File: src/design/mode_ctrl_regs.svh
// register offsets, field positions, reset values and mode codes for the mode control block
// Notes on behaviour
// - bit 10 reads 1 when ROM enabled
// - extended modes hold bus enable at one
// - single-chip bus enable resets 0, writable
// - RAM enable bit resets to one
// - bits 7..2 read zero, write zero
// - transfer mode bit resets one, short mode
// - bit 0 resets one, reads one
// - mode 2 behaves as mode 7
// - mode 4 ROM off, 16-bit start
// - mode 4 all areas 8-bit narrows bus
// - mode 5 ROM off, 8-bit start
// - modes 5,6 any 16-bit area widens bus
// - mode 6 ROM on, address by direction
// - mode 7 ROM on, all ports I/O
// - mode 7 bus enable opens external space
// - mode pins map 010,100,101,110,111
`ifndef MODE_CTRL_REGS_SVH
`define MODE_CTRL_REGS_SVH
// =====================================================================
// register map
`define SYSCTL_OFFSET 4'h0
`define MODESTAT_OFFSET 4'h4
`define SYSCTL_ROM_BIT 10
`define SYSCTL_EXT_BIT 9
`define SYSCTL_RAM_BIT 8
`define SYSCTL_XFER_BIT 1
`define SYSCTL_RSV0_BIT 0
`define SYSCTL_FIXED_HI 5'h1B
`define SYSCTL_MACS_BIT 13
`define SYSCTL_FETCH_BIT 11
`define RAM_RESET 1'h1
`define XFER_RESET 1'h1
// =====================================================================
// mode pin codes
`define PINS_MODE2 3'h2
`define PINS_MODE4 3'h4
`define PINS_MODE5 3'h5
`define PINS_MODE6 3'h6
`define PINS_MODE7 3'h7
`endif

File: src/design/mode_ctrl_pkg.sv
// types for the mode control block
package mode_ctrl_pkg;
    typedef enum logic [2:0] {MODE_2, MODE_4, MODE_5, MODE_6, MODE_7} op_mode_t;
endpackage

File: src/design/mode_ctrl.sv
// operating mode, system control register and port function selection
//
// Decided for this implementation: the Wishbone slave port and the placing of the registers.
`timescale 1ns/1ps
`default_nettype none
`include "mode_ctrl_regs.svh"
module mode_ctrl (
    input wire logic clk_sys, // 40 MHz system clock
    input wire logic reset_n, // async reset, active low
    input wire logic [2:0] mode_select_pins, // mode straps
    input wire logic [3:0] wb_adr_i, // byte address
    input wire logic [31:0] wb_dat_i, // write data
    input wire logic [3:0] wb_sel_i, // byte enables
    input wire logic wb_we_i, // write strobe
    input wire logic wb_cyc_i, // bus cycle
    input wire logic wb_stb_i, // strobe
    input wire logic all_areas_8bit, // bus ctrl: every area 8-bit
    input wire logic any_area_16bit, // bus ctrl: some area 16-bit
    output logic [31:0] wb_dat_o, // read data
    output logic wb_ack_o, // acknowledge
    output logic rom_enable, // on-chip ROM active
    output logic external_bus_enable, // external space open
    output logic onchip_ram_enable, // on-chip RAM active
    output logic xfer_ctrl_addr_mode, // 1 short, 0 full address
    output logic bus_16bit, // data bus 16 bits wide
    output logic addr_ports_fixed, // ports D,E,F forced to address
    output logic addr_ports_by_dir, // ports D,E,F address per direction
    output logic data_hi_port_fixed, // port H forced to data
    output logic data_ports_by_dir, // ports H,I data per direction
    output logic data_lo_port_used, // port I part of data bus
    output logic bus_ctrl_ports // parts of A,B as bus control
);
    // =====================================================================
    // operating mode
    mode_ctrl_pkg::op_mode_t mode_reg;
    logic mode_valid_reg;
    mode_ctrl_pkg::op_mode_t mode_next;
    logic ext_mode;
    logic rom_on;

    // decode of straps; undefined codes fall back to single-chip mode 7
    always_comb begin
        unique case (mode_select_pins)
            `PINS_MODE2: mode_next = mode_ctrl_pkg::MODE_2;
            `PINS_MODE4: mode_next = mode_ctrl_pkg::MODE_4;
            `PINS_MODE5: mode_next = mode_ctrl_pkg::MODE_5;
            `PINS_MODE6: mode_next = mode_ctrl_pkg::MODE_6;
            `PINS_MODE7: mode_next = mode_ctrl_pkg::MODE_7;
            default: mode_next = mode_ctrl_pkg::MODE_7;
        endcase
    end

    // straps sampled on clock while reset is held and on the first edge after
    // release; frozen afterwards, so a strap glitch later cannot switch mode
    logic latched_reg;
    always_ff @(posedge clk_sys or negedge reset_n) begin
        if (!reset_n) begin
            latched_reg <= 1'b0;
        end else begin
            latched_reg <= 1'b1;
        end
    end
    always_ff @(posedge clk_sys) begin
        if (!reset_n || !latched_reg) begin
            mode_reg <= mode_next;
        end
    end
    assign mode_valid_reg = latched_reg;

    // mode 2 maps onto mode 7 for everything this block controls
    assign ext_mode = (mode_reg == mode_ctrl_pkg::MODE_4) || (mode_reg == mode_ctrl_pkg::MODE_5)
        || (mode_reg == mode_ctrl_pkg::MODE_6);
    assign rom_on = (mode_reg != mode_ctrl_pkg::MODE_4) && (mode_reg != mode_ctrl_pkg::MODE_5);

    // =====================================================================
    // system control register fields
    logic ext_sw_reg;
    logic ram_reg;
    logic xfer_reg;
    logic wr_sysctl_hi;
    logic wr_sysctl_lo;
    logic bus_req;

    assign bus_req = wb_cyc_i && wb_stb_i && !wb_ack_o;
    assign wr_sysctl_hi = bus_req && wb_we_i && (wb_adr_i == `SYSCTL_OFFSET) && wb_sel_i[1];
    assign wr_sysctl_lo = bus_req && wb_we_i && (wb_adr_i == `SYSCTL_OFFSET) && wb_sel_i[0];

    // software bus enable, used only in single-chip modes; caller must keep the
    // external bus idle before clearing it
    always_ff @(posedge clk_sys or negedge reset_n) begin
        if (!reset_n) begin
            ext_sw_reg <= 1'b0;
        end else if (wr_sysctl_hi) begin
            ext_sw_reg <= wb_dat_i[`SYSCTL_EXT_BIT];
        end
    end

    // RAM enable; no guard against clearing mid-access, software owns that
    always_ff @(posedge clk_sys or negedge reset_n) begin
        if (!reset_n) begin
            ram_reg <= `RAM_RESET;
        end else if (wr_sysctl_hi) begin
            ram_reg <= wb_dat_i[`SYSCTL_RAM_BIT];
        end
    end

    // transfer controller address mode
    always_ff @(posedge clk_sys or negedge reset_n) begin
        if (!reset_n) begin
            xfer_reg <= `XFER_RESET;
        end else if (wr_sysctl_lo) begin
            xfer_reg <= wb_dat_i[`SYSCTL_XFER_BIT];
        end
    end

    logic ext_eff;
    assign ext_eff = ext_mode ? 1'b1 : ext_sw_reg;

    // register image; bits 7..2 zero, bit 0 one, writes to them dropped
    logic [15:0] sysctl_rd;
    always_comb begin
        sysctl_rd = 16'h0000;
        sysctl_rd[15:11] = `SYSCTL_FIXED_HI;
        sysctl_rd[`SYSCTL_ROM_BIT] = rom_on;
        sysctl_rd[`SYSCTL_EXT_BIT] = ext_eff;
        sysctl_rd[`SYSCTL_RAM_BIT] = ram_reg;
        sysctl_rd[`SYSCTL_XFER_BIT] = xfer_reg;
        sysctl_rd[`SYSCTL_RSV0_BIT] = 1'b1;
    end

    // =====================================================================
    // wishbone slave: one wait state, ack one cycle, unmapped reads zero
    always_ff @(posedge clk_sys or negedge reset_n) begin
        if (!reset_n) begin
            wb_ack_o <= 1'b0;
            wb_dat_o <= 32'h0000_0000;
        end else begin
            wb_ack_o <= bus_req;
            if (bus_req && !wb_we_i) begin
                unique case (wb_adr_i)
                    `SYSCTL_OFFSET: wb_dat_o <= {16'h0000, sysctl_rd};
                    `MODESTAT_OFFSET: wb_dat_o <= {29'h0, mode_reg};
                    default: wb_dat_o <= 32'h0000_0000;
                endcase
            end
        end
    end

    // =====================================================================
    // bus width: mode 4 starts wide and narrows; 5 and 6 start narrow and widen
    logic wide;
    always_comb begin
        unique case (mode_reg)
            mode_ctrl_pkg::MODE_4: wide = !all_areas_8bit;
            mode_ctrl_pkg::MODE_5,
            mode_ctrl_pkg::MODE_6: wide = any_area_16bit;
            default: wide = any_area_16bit && ext_sw_reg;
        endcase
    end

    // =====================================================================
    // registered outputs; port roles follow the per-mode pin table
    always_ff @(posedge clk_sys or negedge reset_n) begin
        if (!reset_n) begin
            rom_enable <= 1'b0;
            external_bus_enable <= 1'b0;
            onchip_ram_enable <= 1'b0;
            xfer_ctrl_addr_mode <= 1'b1;
            bus_16bit <= 1'b0;
            addr_ports_fixed <= 1'b0;
            addr_ports_by_dir <= 1'b0;
            data_hi_port_fixed <= 1'b0;
            data_ports_by_dir <= 1'b0;
            data_lo_port_used <= 1'b0;
            bus_ctrl_ports <= 1'b0;
        end else begin
            rom_enable <= rom_on;
            external_bus_enable <= ext_eff;
            onchip_ram_enable <= ram_reg;
            xfer_ctrl_addr_mode <= xfer_reg;
            bus_16bit <= wide;
            addr_ports_fixed <= !rom_on;
            addr_ports_by_dir <= rom_on && ext_eff;
            data_hi_port_fixed <= ext_mode;
            data_ports_by_dir <= !ext_mode && ext_sw_reg;
            data_lo_port_used <= ext_eff && wide;
            bus_ctrl_ports <= ext_eff;
        end
    end
endmodule
`default_nettype wire

File: config.mk
export PLATFORM = sky130hd
export DESIGN_NAME = mode_ctrl
export DESIGN_NICKNAME = d
export VERILOG_FILES = /design/src/design/mode_ctrl_pkg.sv /design/src/design/mode_ctrl.sv
export VERILOG_INCLUDE_DIRS = /design/src /design/src/design
export SDC_FILE = /design/constraint.sdc
export NUM_CORES = 1
export LEC_CHECK = 0
export BUFFER_PORTS_ARGS = -buffer_cell sky130_fd_sc_hd__buf_4
export CORE_AREA = 2 2 69 65
export CTS_CLUSTER_SIZE = 24
export DETAILED_ROUTE_END_ITERATION = 8
export DIE_AREA = 0 0 71 67
export PLACE_DENSITY = 0.64
export SYNTH_ARGS = -nofsm -noshare
export SYNTH_HDL_FRONTEND = slang
export SYNTH_SLANG_ARGS = --single-unit
File: constraint.sdc
create_clock -name clk_sys -period 3.59 [get_ports clk_sys]
set_clock_uncertainty 0.05 [all_clocks]
set_input_delay 0.5385 -clock clk_sys [delete_from_list [all_inputs] [get_ports clk_sys]]
set_output_delay 0.5385 -clock clk_sys [all_outputs]
set_load 0.005 [all_outputs]
==> reports/qor.yml <==
routing:
  viasPerCell: 4.037
  drtAntennaViolNets: 0
  wl_per_cell_um: 11.12
  dr.pass1.iters: 4
  remaining_drc_errors: 0
  routed_wl_mm: 2.079
  vias: 755
  first_iter_violations: 26
pwr:
  ir_worst_vdd_mv: 0.1692
  power.total_mw: 0.5713
  combPwrFrac_pct: 15.4
  p_leak_nw: 0.7343
  powerDensity_nw_per_um2: 390.9
  swShare_pct: 23.99
  p_clk_share_pct: 28.3
  internal_power_mw: 0.4342
  p_sw_mw: 0.1371
  seqPwrFrac_pct: 56.3
grt:
  grt_pass1_wl_mm: 3.229
  met1_usage_pct: 9.398
  grt_pass1_vias: 725
  grt_max_degree: 24
  met3_usage_pct: 2.572
  antenna_found_initial: 0
  grt_overflow: 0
  grt_busiest_layer: "met2"
  track_usage_pct: 9.008
  gr-usage-met2_pct: 15.89
logic_synthesis:
  netlist_instances: 101
  syn_avg_cell_area_sq_um: 11.63
  synth_warnings: 0
  synth_most_common_cell: "buf_4"
  async_flop_share_pct: 88.00
  synth_area_sq_um: 1175
  yosys-top-cells-area: "dfrtp_1 (40%), buf_4 (17%), edfxtp_1 (7.7%)"
  yosysUniqueCellTypes: 30
  synthFlopType: "dfrtp_1"
  synth_commonest_cells: "buf_4 (26), dfrtp_1 (19), nand2_1 (10)"
  synth_top_area_cell: "dfrtp_1"
  synth_edf_count: 3
  post-synth-top-area-fraction_pct: 40.47
  synth-seq-cells: 25
  ys_seq_area_share_pct: 54.85
placement:
  port_buffers: 40
  hpwlAfterDp_mm: 1.695
  place_congestion: 0.6943
  dpl_worst_slack_ns: 1.745
timing:
  min_period_over_period_pct: 43.93
  finalSetupViolations: 0
  min_period_ns: 1.577
  maxSlewViolCount: 0
  worst_slack_ns: 2.013
  rsz0062_at_grt: "false"
  finalHoldViolCount: 0
  fin_setup_tns_ns: 0
  max_clock_freq_ghz: 0.6342
  tightestPinTransition_ns: 0.5861
  max_slew_margin_pct: 60.70
setup_path:
  reg2reg_depth: 2
  cp_data_arrival_time_ns: 1.69
  worst-setup-path-type: "register to register"
  critPathLaunchType: "register"
  slowest_stage: "nand4bb_1"
  crit_fanout: 13
  crit_path_max_incr_delay_ns: 0.56
  endpoint_kind: "register"
  reg2reg_from: "wb_ack_o$_DFF_PN0_"
  crit_required_ns: 3.70
  worstReg2RegEnd: "wb_dat_o[0]$_DFFE_PN0P_"
  reg2reg_slack_ns: 2.01
  cp_cell_sequence: "nand4bb_1, mux2_2"
  crit_start: "wb_ack_o$_DFF_PN0_"
floorplanning:
  std_cell_rows: 22
  die-area_sq_um: 4757
  die_x_um: 71
  ios: 94
  core_region_area_sq_um: 3991
  die_y_um: 67
  initial_core_util_pct: 29.44
final_layout:
  antennaDiodeCount: 0
  synthToLayoutAreaGrowth_pct: 24.39
  fin_nets: 190
  nFillCells: 384
  drive_above_1_share_pct: 38.85
  largest_register_ffs: 7
clock_network:
  clkTransAtPathRegs_ns: 0.08
  cts_tree: "yes"
  cts.htree.levels: 1
  cts.sinks: 25
  clockRootBuffer: "clkbuf_8"
  clock_latency_ns: 0.27
  post_cts_resize_count: 0
  post_cts_buffers: 0
  clk_path_buf_depth: 2
  numCtsBuffers: 3
  holdBufCountCts: 0
worst_hold_path:
  hold_class: "primary input to async pin"
outcome:
  run_status: "finished clean"
job:
  max-cap-violations: 0
stage by stage:
step | util (%) | std cells | instance area (sq um) | hold slack [ns]
after floorplan | - | 122 | 1254 | 0.1929
after global placement | 35.45 | 183 | 1415 | 0.3177
after detailed placement | 35.45 | 183 | 1415 | 0.3233
after CTS | 36.61 | 187 | 1461 | 0.09680
after global routing | 36.61 | 187 | 1461 | 0.1076
final | 36.61 | 187 | 1461 | 0.09242
final cells by class:
type | instances | area [sq um] | share of cell area [%]
multi-input combinational | 67 | 399.1 | 27.31
clock buffer | 3 | 41.29 | 2.825
tap | 48 | 60.06 | 4.110
sequential | 25 | 644.4 | 44.09
clock inverter | 1 | 5.005 | 0.3425
timing repair buffer | 40 | 300.3 | 20.55
inverter | 3 | 11.26 | 0.7705
worst max-delay path, delay by kind of cell (launching register included):
kind	cells	cell delay, ns
flops	1	0.40
mux	1	0.46
simple gates	1	0.56
routing by layer:
metal / vias to the layer above / wire [um]
li1: 364 / -
met1: 346 / 788
met2: 39 / 1050
met3: 6 / 176
met4: 0 / 63
met5: - / 0
placed cells by master (no fill, tap or decap), types with 2 or more instances in the layout:
cell type,instances
conb_1,23
edfxtp_1,3
o31ai_2,2
nand4_1,2
nand2_1,10
inv_1,3
mux2_1,3
nor2b_1,2
clkbuf_8,3
dfrtp_1,19
dfstp_2,3
buf_4,40
nor2_1,4
o21ai_0,4
o31ai_1,2
power groups by stage:
stage	registers [mW]	clock network (mW)	logic, mW
detailed placement	0.328	0	0.0890
floorplan	0.327	0	0.0527
CTS	0.322	0.170	0.0890
global placement	0.327	0	0.0871
finish	0.322	0.162	0.0878
global route	0.325	0.179	0.0977
how the worst max path moves through the flow:
stage          cells after the start                       to
2_1_floorplan                      3   ext_sw_reg$_DFFE_PN0P_
3_3_place_gp                       3  wb_dat_o[0]$_DFFE_PN0P_
3_5_place_dp                       3  wb_dat_o[0]$_DFFE_PN0P_
4_1_cts                            2  wb_dat_o[0]$_DFFE_PN0P_
5_1_grt                            2  wb_dat_o[2]$_DFFE_PN0P_
6_report                           2  wb_dat_o[0]$_DFFE_PN0P_
cell families (layout without fill, tap and decap cells):
logic type / after synthesis / count (layout) / share of synthesized area, %
buffers and inverters: 30 / 47 / 17.89
flip-flops: 25 / 25 / 54.85
AND/OR/NAND/NOR: 24 / 24 / 12.35
AO/OA/AOI/OAI: 13 / 13 / 8.093
multiplexers: 5 / 5 / 4.686
other: 2 / 23 / 0.6392
XOR/XNOR: 2 / 2 / 1.491
No activity file was read; power rests on OpenSTA's default activity.
